`config.mk`:
```
export PLATFORM = sky130hd
export DESIGN_NAME = gsir_top
export DESIGN_NICKNAME = d
export VERILOG_FILES = /design/src/hw/gsir_pkg.sv /design/src/hw/gsir_edge.sv /design/src/hw/gsir_top.sv
export VERILOG_INCLUDE_DIRS = /design/src /design/src/hw
export SDC_FILE = /design/constraint.sdc
export NUM_CORES = 1
export LEC_CHECK = 0
export BUFFER_PORTS_ARGS = -buffer_cell sky130_fd_sc_hd__buf_2
export CORE_MARGIN = 2
export CORE_UTILIZATION = 33
export CTS_CLUSTER_DIAMETER = 50
export DETAILED_ROUTE_END_ITERATION = 10
export MAX_ROUTING_LAYER = met4
export PLACE_DENSITY = 0.61
export SYNTH_ARGS = -nofsm -noshare
export SYNTH_HDL_FRONTEND = slang
export SYNTH_SLANG_ARGS = --single-unit
```
`constraint.sdc`:
```
create_clock -name pclk -period 1.7 [get_ports pclk]
set_clock_uncertainty 0.2 [all_clocks]
set_input_delay 0.34 -clock pclk [delete_from_list [all_inputs] [get_ports pclk]]
set_output_delay 0.34 -clock pclk [all_outputs]
set_load 0.02 [all_outputs]
```
`src/hw/gsir_regs.svh`:
```
// Register indices, bit positions and reset values of the status/interrupt bank.
// Assumes APB byte addresses equal four times the register index.
`ifndef GSIR_REGS_SVH
`define GSIR_REGS_SVH

`define GSIR_ADDR_W        7
`define GSIR_IDX_W         5

// Register indices; byte address is index times four
`define GSIR_IDX_ENABLE    5'h03
`define GSIR_IDX_HIGH      5'h11
`define GSIR_IDX_LOW       5'h13
`define GSIR_IDX_PROTO     5'h15
`define GSIR_IDX_LINES     5'h17
`define GSIR_IDX_SECCMD    5'h1D
`define GSIR_IDX_DATA      5'h1F

// First cause register
`define GSIR_HI_ANY_HIGH   7
`define GSIR_HI_ANY_LOW    6
`define GSIR_HI_BYTE_RX    5
`define GSIR_HI_READY      4
`define GSIR_HI_END        3
`define GSIR_HI_SERIAL_POLL_ACTIVE       2
`define GSIR_HI_REMLOC     1
`define GSIR_HI_ADDRCHG    0

// Second cause register
`define GSIR_LO_TRIGGER    7
`define GSIR_LO_HS_ERROR   6
`define GSIR_LO_UNKNOWN    5
`define GSIR_LO_SECADDR    4
`define GSIR_LO_DCAS       3
`define GSIR_LO_MYADDR     2
`define GSIR_LO_SRQ        1
`define GSIR_LO_IFC        0

// Interrupt/DMA enable register and its read-back view
`define GSIR_EN_IRQ        7
`define GSIR_EN_REQUEST    6
`define GSIR_EN_DMA1       1
`define GSIR_EN_DMA0       0

// Edge detector lanes
`define GSIR_EDGE_SERIAL_POLL_ACTIVE     3
`define GSIR_EDGE_DCAS     2
`define GSIR_EDGE_REM      1
`define GSIR_EDGE_ADDR     0
`define GSIR_EDGE_ANY_MASK 4'h3

`define GSIR_RST_BYTE      8'h00
`define GSIR_RST_WORD      32'h0000_0000

`endif

```
`src/hw/gsir_pkg.sv`:
```
// Types shared by the status/interrupt bank, its bus model and its bench.
// Assumes all inputs are synchronous to pclk.
package gsir_pkg;

	typedef struct packed {
		logic       psel;
		logic       penable;
		logic       pwrite;
		logic [6:0] paddr;
		logic [31:0] pwdata;
	} gsir_apb_req_t;

	// Field order matches the line status register, bit 7 first
	typedef struct packed {
		logic atn;
		logic dav;
		logic ndac;
		logic nrfd;
		logic eoi;
		logic srq;
		logic ifc;
		logic ren;
	} gsir_lines_t;

	// Field order matches the protocol state register, bit 7 first
	typedef struct packed {
		logic remote_state;
		logic local_lockout_state;
		logic atn_true;
		logic listener_primary_addressed;
		logic talker_primary_addressed;
		logic listener_addressed;
		logic talker_addressed;
		logic last_address_lsb;
	} gsir_proto_t;

	typedef struct packed {
		logic serial_poll_active;
		logic device_clear_active;
		logic active_controller;
		logic extended_addressing;
	} gsir_mode_t;

	typedef struct packed {
		logic byte_received;
		logic ready_for_byte;
		logic end_seen;
		logic trigger_received;
		logic handshake_error;
		logic unknown_command;
		logic secondary_address;
		logic own_address_received;
		logic service_request_seen;
		logic interface_clear_seen;
		logic secondary_command_seen;
	} gsir_evt_t;

endpackage

```
`src/hw/gsir_edge.sv`:
```
// Edge detector for interface state levels, one lane per level.
// Assumes levels are synchronous to pclk; first cycle after reset only arms.
`timescale 1ns/1ps

module gsir_edge
(
	input  wire logic       pclk,
	input  wire logic       presetn,
	input  wire logic [3:0] level,
	input  wire logic [3:0] any_change,
	output logic      [3:0] pulse
);

	typedef struct packed {
		logic       armed;
		logic [3:0] prev;
	} gsir_edge_state_t;

	gsir_edge_state_t s;
	gsir_edge_state_t next_s;

	always_comb
	begin
		next_s       = s;
		next_s.armed = 1'b1;
		next_s.prev  = level;
	end

	always_ff @(posedge pclk or negedge presetn)
	begin
		if (!presetn)
			s <= '0;
		else
			s <= next_s;
	end

	// Unarmed first cycle avoids false events from levels high at reset
	for (genvar i = 0; i < 4; i++)
	begin : g_lane
		assign pulse[i] = s.armed & (any_change[i] ? (level[i] ^ s.prev[i])
		                                            : (level[i] & ~s.prev[i]));
	end

endmodule

```
`src/hw/gsir_top.sv`:
```
// Status and interrupt register bank of an instrument-bus interface, APB slave.
// Assumes the protocol engine supplies one-cycle event pulses and live levels.
//
// The APB register port was chosen for this implementation.
`timescale 1ns/1ps
`include "gsir_regs.svh"

// Overview of operation
// - First cause bit 7 shows a pending enabled cause in bits 5 to 0.
// - First cause bit 6 shows a pending enabled cause in the second register.
// - First cause bit 5 sets when a data byte is accepted.
// - First cause bit 4 sets when the next outgoing byte can be taken.
// - First cause bit 3 sets on EOI while ATN is false.
// - First cause bit 2 sets on entry to serial poll active.
// - Bit 1 sets on remote/local change, bit 0 on addressed change.
// - Second cause bit 7 sets on group execute trigger.
// - Second cause bit 6 sets on incomplete source handshake.
// - Second cause bit 5 sets on an unrecognised command.
// - Second cause bit 4 sets on secondary address in extended mode.
// - Second cause bit 3 sets on entry to device clear active.
// - Bit 2 own address, bit 1 service request, bit 0 interface clear.
// - Protocol state register shows the addressing states and last address bit.
// - Line status register shows eight control line levels, one means true.
// - NDAC/NRFD valid only as talker, SRQ only as active controller.
// - Pass-through register holds data lines of detected secondary command.
// - Data-line register shows the live eight data lines.
// - Enable bit 7 allows host interrupts; bits 6 to 2 ignored.
// - Enable bits 1 and 0 enable DMA channels 1 and 0.
// - First mask bits 5 to 0 enable matching causes; 7 and 6 unused.
// - Second mask bits enable matching second-register causes.
// - Reading either cause register or data lines has a side effect.
module gsir_top
(
	input  wire logic                  pclk,
	input  wire logic                  presetn,
	input  wire gsir_pkg::gsir_apb_req_t apb_req,
	output logic      [31:0]           prdata,
	output logic                       pready,
	output logic                       pslverr,
	input  wire gsir_pkg::gsir_lines_t lines,
	input  wire logic [7:0]            dio,
	input  wire gsir_pkg::gsir_proto_t proto,
	input  wire gsir_pkg::gsir_mode_t  mode,
	input  wire gsir_pkg::gsir_evt_t   evt,
	output logic                       irq,
	output logic      [1:0]            dma_enable,
	output logic                       data_lines_read
);

	typedef struct packed {
		logic        irq_en;
		logic [1:0]  dma;
		logic [5:0]  mask_high;
		logic [7:0]  mask_low;
		logic [5:0]  cause_high;
		logic [7:0]  cause_low;
		logic [5:0]  clr_high;
		logic [7:0]  clr_low;
		logic [7:0]  sec_cmd;
		logic [31:0] rdata;
		logic        irq;
	} gsir_state_t;

	gsir_state_t s;
	gsir_state_t next_s;

	logic [`GSIR_IDX_W-1:0] idx;
	logic                   aligned;
	logic                   setup;
	logic                   access;
	logic                   rd_ok;
	logic                   wr_ok;
	logic                   any_high;
	logic                   any_low;
	logic [5:0]             set_high;
	logic [7:0]             set_low;
	logic [3:0]             edge_level;
	logic [3:0]             edge_pulse;
	gsir_pkg::gsir_lines_t  lines_view;
	logic [7:0]             view;

	assign idx     = apb_req.paddr[`GSIR_ADDR_W-1:2];
	assign aligned = (apb_req.paddr[1:0] == 2'h0);
	assign setup   = apb_req.psel & ~apb_req.penable;
	assign access  = apb_req.psel & apb_req.penable;

	always_comb
	begin
		rd_ok = 1'b0;
		wr_ok = 1'b0;
		case (idx)
			`GSIR_IDX_ENABLE, `GSIR_IDX_HIGH, `GSIR_IDX_LOW:
			begin
				rd_ok = aligned;
				wr_ok = aligned;
			end
			`GSIR_IDX_PROTO, `GSIR_IDX_LINES, `GSIR_IDX_SECCMD, `GSIR_IDX_DATA:
				rd_ok = aligned;
			default:
			begin
				rd_ok = 1'b0;
				wr_ok = 1'b0;
			end
		endcase
	end

	// Unused mask bits 7 and 6 are not stored
	assign any_high = |(s.cause_high & s.mask_high);
	assign any_low  = |(s.cause_low & s.mask_low);

	gsir_edge u_edge
	(
		.pclk       (pclk),
		.presetn    (presetn),
		.level      (edge_level),
		.any_change (`GSIR_EDGE_ANY_MASK),
		.pulse      (edge_pulse)
	);

	assign edge_level[`GSIR_EDGE_SERIAL_POLL_ACTIVE] = mode.serial_poll_active;
	assign edge_level[`GSIR_EDGE_DCAS] = mode.device_clear_active;
	assign edge_level[`GSIR_EDGE_REM]  = proto.remote_state;
	assign edge_level[`GSIR_EDGE_ADDR] = proto.listener_addressed | proto.talker_addressed;

	always_comb
	begin
		set_high                    = '0;
		set_high[`GSIR_HI_BYTE_RX]  = evt.byte_received;
		set_high[`GSIR_HI_READY]    = evt.ready_for_byte;
		set_high[`GSIR_HI_END]      = evt.end_seen & ~lines.atn;
		set_high[`GSIR_HI_SERIAL_POLL_ACTIVE]     = edge_pulse[`GSIR_EDGE_SERIAL_POLL_ACTIVE];
		set_high[`GSIR_HI_REMLOC]   = edge_pulse[`GSIR_EDGE_REM];
		set_high[`GSIR_HI_ADDRCHG]  = edge_pulse[`GSIR_EDGE_ADDR];
		set_low                     = '0;
		set_low[`GSIR_LO_TRIGGER]   = evt.trigger_received;
		set_low[`GSIR_LO_HS_ERROR]  = evt.handshake_error;
		set_low[`GSIR_LO_UNKNOWN]   = evt.unknown_command;
		set_low[`GSIR_LO_SECADDR]   = evt.secondary_address & mode.extended_addressing;
		set_low[`GSIR_LO_DCAS]      = edge_pulse[`GSIR_EDGE_DCAS];
		set_low[`GSIR_LO_MYADDR]    = evt.own_address_received;
		set_low[`GSIR_LO_SRQ]       = evt.service_request_seen;
		set_low[`GSIR_LO_IFC]       = evt.interface_clear_seen;
	end

	always_comb
	begin
		lines_view      = lines;
		lines_view.ndac = lines.ndac & proto.talker_addressed;
		lines_view.nrfd = lines.nrfd & proto.talker_addressed;
		lines_view.srq  = lines.srq & mode.active_controller;
	end

	// Read view of the addressed register, sampled in the setup cycle
	always_comb
	begin
		view = `GSIR_RST_BYTE;
		case (idx)
			`GSIR_IDX_ENABLE:
			begin
				view[`GSIR_EN_IRQ]     = s.irq_en;
				view[`GSIR_EN_REQUEST] = s.irq;
				view[`GSIR_EN_DMA1]    = s.dma[1];
				view[`GSIR_EN_DMA0]    = s.dma[0];
			end
			`GSIR_IDX_HIGH:
				view = {any_high, any_low, s.cause_high};
			`GSIR_IDX_LOW:
				view = s.cause_low;
			`GSIR_IDX_PROTO:
				view = proto;
			`GSIR_IDX_LINES:
				view = lines_view;
			`GSIR_IDX_SECCMD:
				view = s.sec_cmd;
			`GSIR_IDX_DATA:
				view = dio;
			default:
				view = `GSIR_RST_BYTE;
		endcase
		if (!aligned)
			view = `GSIR_RST_BYTE;
	end

	always_comb
	begin
		next_s = s;

		// Only bits shown to software are cleared, so events between setup
		// and access survive; a set in the clearing cycle wins
		if (setup && !apb_req.pwrite)
		begin
			next_s.rdata    = {24'h00_0000, view};
			next_s.clr_high = (idx == `GSIR_IDX_HIGH && aligned) ? s.cause_high : 6'h00;
			next_s.clr_low  = (idx == `GSIR_IDX_LOW && aligned) ? s.cause_low : 8'h00;
		end
		else if (access)
		begin
			next_s.clr_high = 6'h00;
			next_s.clr_low  = 8'h00;
		end

		next_s.cause_high = s.cause_high | set_high;
		next_s.cause_low  = s.cause_low | set_low;
		if (access && !apb_req.pwrite)
		begin
			next_s.cause_high = (s.cause_high & ~s.clr_high) | set_high;
			next_s.cause_low  = (s.cause_low & ~s.clr_low) | set_low;
		end

		if (evt.secondary_command_seen)
			next_s.sec_cmd = dio;

		if (access && apb_req.pwrite && wr_ok)
		begin
			case (idx)
				`GSIR_IDX_ENABLE:
				begin
					next_s.irq_en = apb_req.pwdata[`GSIR_EN_IRQ];
					next_s.dma    = apb_req.pwdata[`GSIR_EN_DMA1:`GSIR_EN_DMA0];
				end
				`GSIR_IDX_HIGH:
					next_s.mask_high = apb_req.pwdata[`GSIR_HI_BYTE_RX:`GSIR_HI_ADDRCHG];
				`GSIR_IDX_LOW:
					next_s.mask_low = apb_req.pwdata[7:0];
				default:
					next_s.mask_low = s.mask_low;
			endcase
		end

		next_s.irq = s.irq_en & (any_high | any_low);
	end

	always_ff @(posedge pclk or negedge presetn)
	begin
		if (!presetn)
			s <= '0;
		else
			s <= next_s;
	end

	// Zero wait states: read data was captured in the setup cycle
	assign pready          = 1'b1;
	assign pslverr         = access & (apb_req.pwrite ? ~wr_ok : ~rd_ok);
	assign prdata          = s.rdata;
	assign irq             = s.irq;
	assign dma_enable      = s.dma;
	// Lets the bus engine release a data-line holdoff
	assign data_lines_read = access & ~apb_req.pwrite & aligned
	                         & (idx == `GSIR_IDX_DATA);
endmodule

```
### Word level (Yosys, flattened, before mapping)

Index checks and enable logic that the tools add are counted.

| word-level totals | value |
|---|---|
| register bits | 67 |
| word-level logic and storage cells | 87 |

| operators by class | value |
|---|---|
| eq/ne operators | 7 |
| muxes and demuxes | 12 |
| bitwise gates (word level) | 39 |
| reduce and logical (&&, ||, !) cells | 16 |

Operators with widths:

| kind | number |
|---|---|
| 14-bit two-way mux | 3 |
| 5-bit == test, second input constant | 6 |
| 2-bit one-hot mux with 7 select lines | 2 |
| 4-bit one-hot mux with 6 select lines | 1 |
| 1-bit AND | 18 |
| 8-bit AND | 2 |
| 8-bit two-way mux | 2 |
| 8-bit OR | 2 |
| 6-bit AND | 2 |
| 6-bit OR | 2 |
| 8-bit NOT | 1 |
| 8-bit OR reduction | 1 |
| 1-bit NOT | 7 |
| 7-bit OR reduction | 1 |
| 1-bit logical AND | 6 |
| 6-bit two-way mux | 1 |
| 6-bit NOT | 1 |
| 2-bit AND reduction | 3 |
| 6-bit OR reduction | 1 |
| 5-bit by 2-bit == test with 1-bit output, second input constant | 1 |
| 1-bit two-way mux | 3 |
| 3-bit OR reduction | 1 |
| 2-bit logical NOT | 1 |
| 1-bit OR | 2 |
| other kinds (3) | 4 |

### Longest topological paths before layout

| depth | value |
|---|---|
| depth after elaboration | 6 |
| depth in mapped cells | 6 |
| depth with buffers taken out | 4 |

### Modules after synthesis

Synthesis repeated with hierarchy kept, for this count alone.

| unflattened totals | value |
|---|---|
| cell total of the unflattened synthesis | 315 |
| area, all modules | 3504.6 um2 |

By module, submodules not included:

| module | times used | cells each | area an instance (um2) | seq. area each (um2) |
|---|---|---|---|---|
| gsir_top | 1 | 292 | 3238.1 | 1551.5 |
| gsir_edge | 1 | 23 | 266.5 | 125.1 |

### Worst setup path before layout

OpenSTA, ideal clock, no wires.

| timing | value |
|---|---|
| path type | input to output |
| start | in apb_req[36] (netlist name) |
| end | out data_lines_read |
| arrival | 1580 ps |
| required time | 1160 ps |
| path slack | -420 ps |
| stages on the path | 4 |
| cells stage by stage | buf_2 buf_2 nand4_1 nor4_1 |

| on the way | value |
|---|---|
| cells in the longest elaborated chain, start to end | 2 |

Ends and longest elaborated chain:

| item | RTL line | RTL |
|---|---|---|
| start: declaration | gsir_top.sv:36 | `input wire gsir_pkg::gsir_apb_req_t apb_req,` |
| 5-bit == test | - |  |
| 1-bit AND | gsir_top.sv:248 | `assign data_lines_read = access & ~apb_req.pwrite & aligned` |
| end: declaration | gsir_top.sv:47 | `output logic data_lines_read` |

No other way between the ends.

### Worst setup path after layout

| timing | value |
|---|---|
| start | reg s[34] (netlist name) |
| end | reg s, in the netlist prdata[1] |

| on the way | value |
|---|---|
| cells in the longest elaborated chain, start to end | 2 |

Ends and longest elaborated chain:

| item | RTL line | RTL |
|---|---|---|
| start: declaration | gsir_top.sv:64 | `gsir_state_t s;` |
| start signal: assignment | gsir_top.sv:238 | `s <= next_s;` |
| 2-bit one-hot mux with 7 select lines | gsir_top.sv:157 | `case (idx)` |
| 8-bit two-way mux | gsir_top.sv:180 | `if (!aligned)` |

No other way between the ends.
A chain may end at the register's enable or synchronous reset.

==> flow_summary.yaml <==
hold_path:
  min_to: "s[68]$_DFF_PN0_"
  min_path_cells: 2
  min_path_type: "in -> reg"
  min_from: "evt[10]"
timing:
  hold_viol_final: 0
  rsz0062_at_grt: "true"
  post-route-min-period_ns: 1.756
  worst_slack_ns: -0.05581
  setup_tns_ns: -0.05581
  setup_viol: 1
  max_freq_mhz: 569.5
  period_share_pct: 103.3
  maxSlewViolCount: 0
global_route:
  grt_use_total_pct: 17.44
  antenna_found_initial: 0
  grt_max_degree: 25
  grt_pass1_wl_microns: 14770
  grt_pass1_vias: 2776
  grt-ovfl-total: 0
critical_path:
  path_buf_inv: 0
  cp.arrival_ns: 1.78
  r2r_slack_ns: -0.06
  critPathCaptureType: "flop"
  critPathMaxStageDelay_ns: 0.49
  r2r-end: "prdata[1]$_DFFE_PN0P_"
  crit_type: "reg -> reg"
  critPathTopFamily: "compound AO/OA/AOI/OAI gates"
  r2r_cells: 4
  required_ns: 1.73
  crit_cells: 4
  start_kind: "flop"
  crit_chain: "mux4_2, a32oi_2, o311ai_2, a32o_1"
  path_max_fanout: 2
  critical_path.slowest_cell: "mux4_2"
  r2r-start: "s[34]$_DFFE_PN0P_"
final_layout:
  design_area_sq_mm: 0.004547
  drive_gt1_share_pct: 42.29
  fill_cells: 987
  area_growth_pct: 32.39
  final_nets: 506
  antenna_cells: 0
power_and_ir_drop:
  finalPower_uw: 3617
  pwr_density_cell_mw_per_mm2: 795.6
  power.leakage_uw: 0.002169
  peakVddDrop_uv: 318.2
synthesis:
  synth-compound-area-share_pct: 15.41
  async_flop_share_pct: 100.0
  synth-edff-count: 0
  syn_inst: 309
  ys_seq_area_share_pct: 48.82
  synth_cell_types: 53
  ys_warn_count: 0
  synth_top_family_by_area: "compound AO/OA/AOI/OAI gates"
  synthSimpleGateAreaFrac_pct: 12.50
  synth_ff_type: "dfrtp_1"
  synthXorXnorAreaFrac_pct: 0.5100
  syn_area_sq_mm: 0.003435
  ys_seq_elements: 67
  yosys.area_share.adder_pct: 0
  syn_avg_cell_area_sq_um: 11.12
  synth.mux.area_fraction_pct: 11.84
placed_design:
  routabilityCongestion: 0.8741
  place_hpwl_microns: 6979
  place_ws_ns: -0.2961
  port_buffers: 71
  dpl-instance-area_sq_mm: 0.004061
clock_tree:
  clock_sinks: 67
  clockBufferDepth: 2
  cts-htree-levels: 3
  cts_tree: "built"
  clk_root_buffer_cell: "clkbuf_8"
  clkTransAtPathRegs_ns: 0.07
  cts_inserted_buffers: 9
  worstSkewPairLatency_ns: 0.33
die:
  start_util_pct: 33.57
  io_pins: 121
  die_area_sq_mm: 0.01124
  placementRows: 37
  fp.dieH_microns: 106.0
  coreArea_sq_mm: 0.01023
  die_w_microns: 106.0
detailed_routing:
  via_per_inst: 4.982
  antenna_left: 0
  drc: 0
  drt_iter0_markers: 125
  wire_per_inst_microns: 16.12
  dr.pass1.iters: 5
  num_vias: 2810
  wirelength_microns: 9094
job:
  max-cap-violations: 0
outcome:
  violations: "setup timing"
  status: "finished with violations"
-- cell usage in the layout, fill, tap and decap left out, drive strengths merged, types with 2 or more instances in the layout --
cell type,netlist,final
mux2,27,27
o31ai,3,3
nor2,3,3
nor2b,2,2
and4,2,2
a22o,17,17
nand2b,3,3
clkinv,0,2
a221oi,2,2
or2,2,2
dfrtp,67,67
o21ai,10,10
xor2,2,2
a21oi,2,2
dlygate4sd3,0,11
inv,8,8
o211ai,4,4
nor3,2,2
a32o,2,2
nand4,4,4
conb,2,26
a311oi,2,2
nand3,13,13
a21o,8,8
o221ai,2,2
clkbuf,8,13
and3b,2,2
mux2i,8,8
buf,41,117
nor4,2,2
o22ai,2,2
nand2,32,32
a22oi,7,7
and3,4,4
-- through the flow --
step	hold WS, ns	util, %	std cells
floorplan	-0.1556	-	333
global placement	0.09394	39.70	528
detailed placement	0.09827	39.70	528
CTS	0.008675	43.50	557
global route	0.01756	44.44	564
finish	0.01284	44.44	564
-- cell usage after synthesis, types with 4 or more instances --
| cell type | n | area, sq um |
|---|---|---|
| mux2_2 | 27 | 304.0 |
| o211ai_1 | 4 | 30.03 |
| buf_4 | 36 | 270.3 |
| a22o_1 | 17 | 148.9 |
| nand3_1 | 11 | 55.05 |
| inv_1 | 8 | 30.03 |
| a21o_1 | 8 | 60.06 |
| and3_1 | 4 | 25.02 |
| mux2i_1 | 8 | 80.08 |
| dfrtp_1 | 67 | 1677 |
| nand2_1 | 32 | 120.1 |
| a22oi_1 | 7 | 52.55 |
| o21ai_0 | 10 | 50.05 |
| nand4_1 | 4 | 25.02 |
| clkbuf_1 | 8 | 30.03 |
-- state kept, by name (all words and copies together), names as in the netlist --
register	count
dma_enable	2
u_edge.s	5
prdata	8
irq	1
s	51
-- worst max path at each step --
stage	startpoint	slack, ns	to
2_1_floorplan	apb_req[36]	-0.08	data_lines_read
3_3_place_gp	apb_req[37]	-0.28	s[72]$_DFFE_PN0P_
3_5_place_dp	apb_req[37]	-0.30	s[74]$_DFFE_PN0P_
4_1_cts	s[34]$_DFFE_PN0P_	-0.05	prdata[1]$_DFFE_PN0P_
5_1_grt	s[34]$_DFFE_PN0P_	-0.12	prdata[1]$_DFFE_PN0P_
6_report	s[34]$_DFFE_PN0P_	-0.06	prdata[1]$_DFFE_PN0P_
-- what timing repair did --
item / in CTS / in global routing
gates resized for setup: 12 / 10
hold buffers: 11 / 0
pin swaps: 7 / 5
endpoints found under the setup margin: 3 / 3
endpoints found under the hold margin: 22 / 0
buffers inserted: 3 / 7
-- area by class of cell --
cell class                      count  area (sq um)  share of cell area (%)
Sequential cell                    67          1677                   36.87
Timing Repair Buffer              128         885.9                   19.48
Multi-Input combinational cell    209          1562                   34.34
Inverter                            8         30.03                  0.6604
Clock inverter                      3         43.79                  0.9631
Clock buffer                       13         178.9                   3.935
Tap cell                          136         170.2                   3.742
-- per-layer routing --
layer  vias up  share of wire (%)  global-route usage (%)
met4         0                1.7                   6.015
met5         -                  0                       -
met2        97                 48                   26.87
li1       1294                  -                       -
met1      1407                 46                   23.70
met3        12                4.9                   2.575
-- kinds of logic after synthesis --
group / count (synthesis)
AOI/OAI and AO/OA: 69
xor gates and xnor gates: 2
buffers and inverters: 57
DFF: 67
muxes: 36
other: 2
and+or+nand+nor: 76
-- worst reg2reg max path, delay by kind of cell, from the launching register on --
kind,cells,cell delay (ns)
multiplexers,1,0.49
AO/OA/AOI/OAI,3,0.59
flip-flops,1,0.38
-- report_power, final --
group          internal [uW]  switching, uW
Clock                    838            603
Sequential              1640           23.8
Combinational            233            284
Total                   2710            911
No activity file was read; power rests on OpenSTA's default activity.
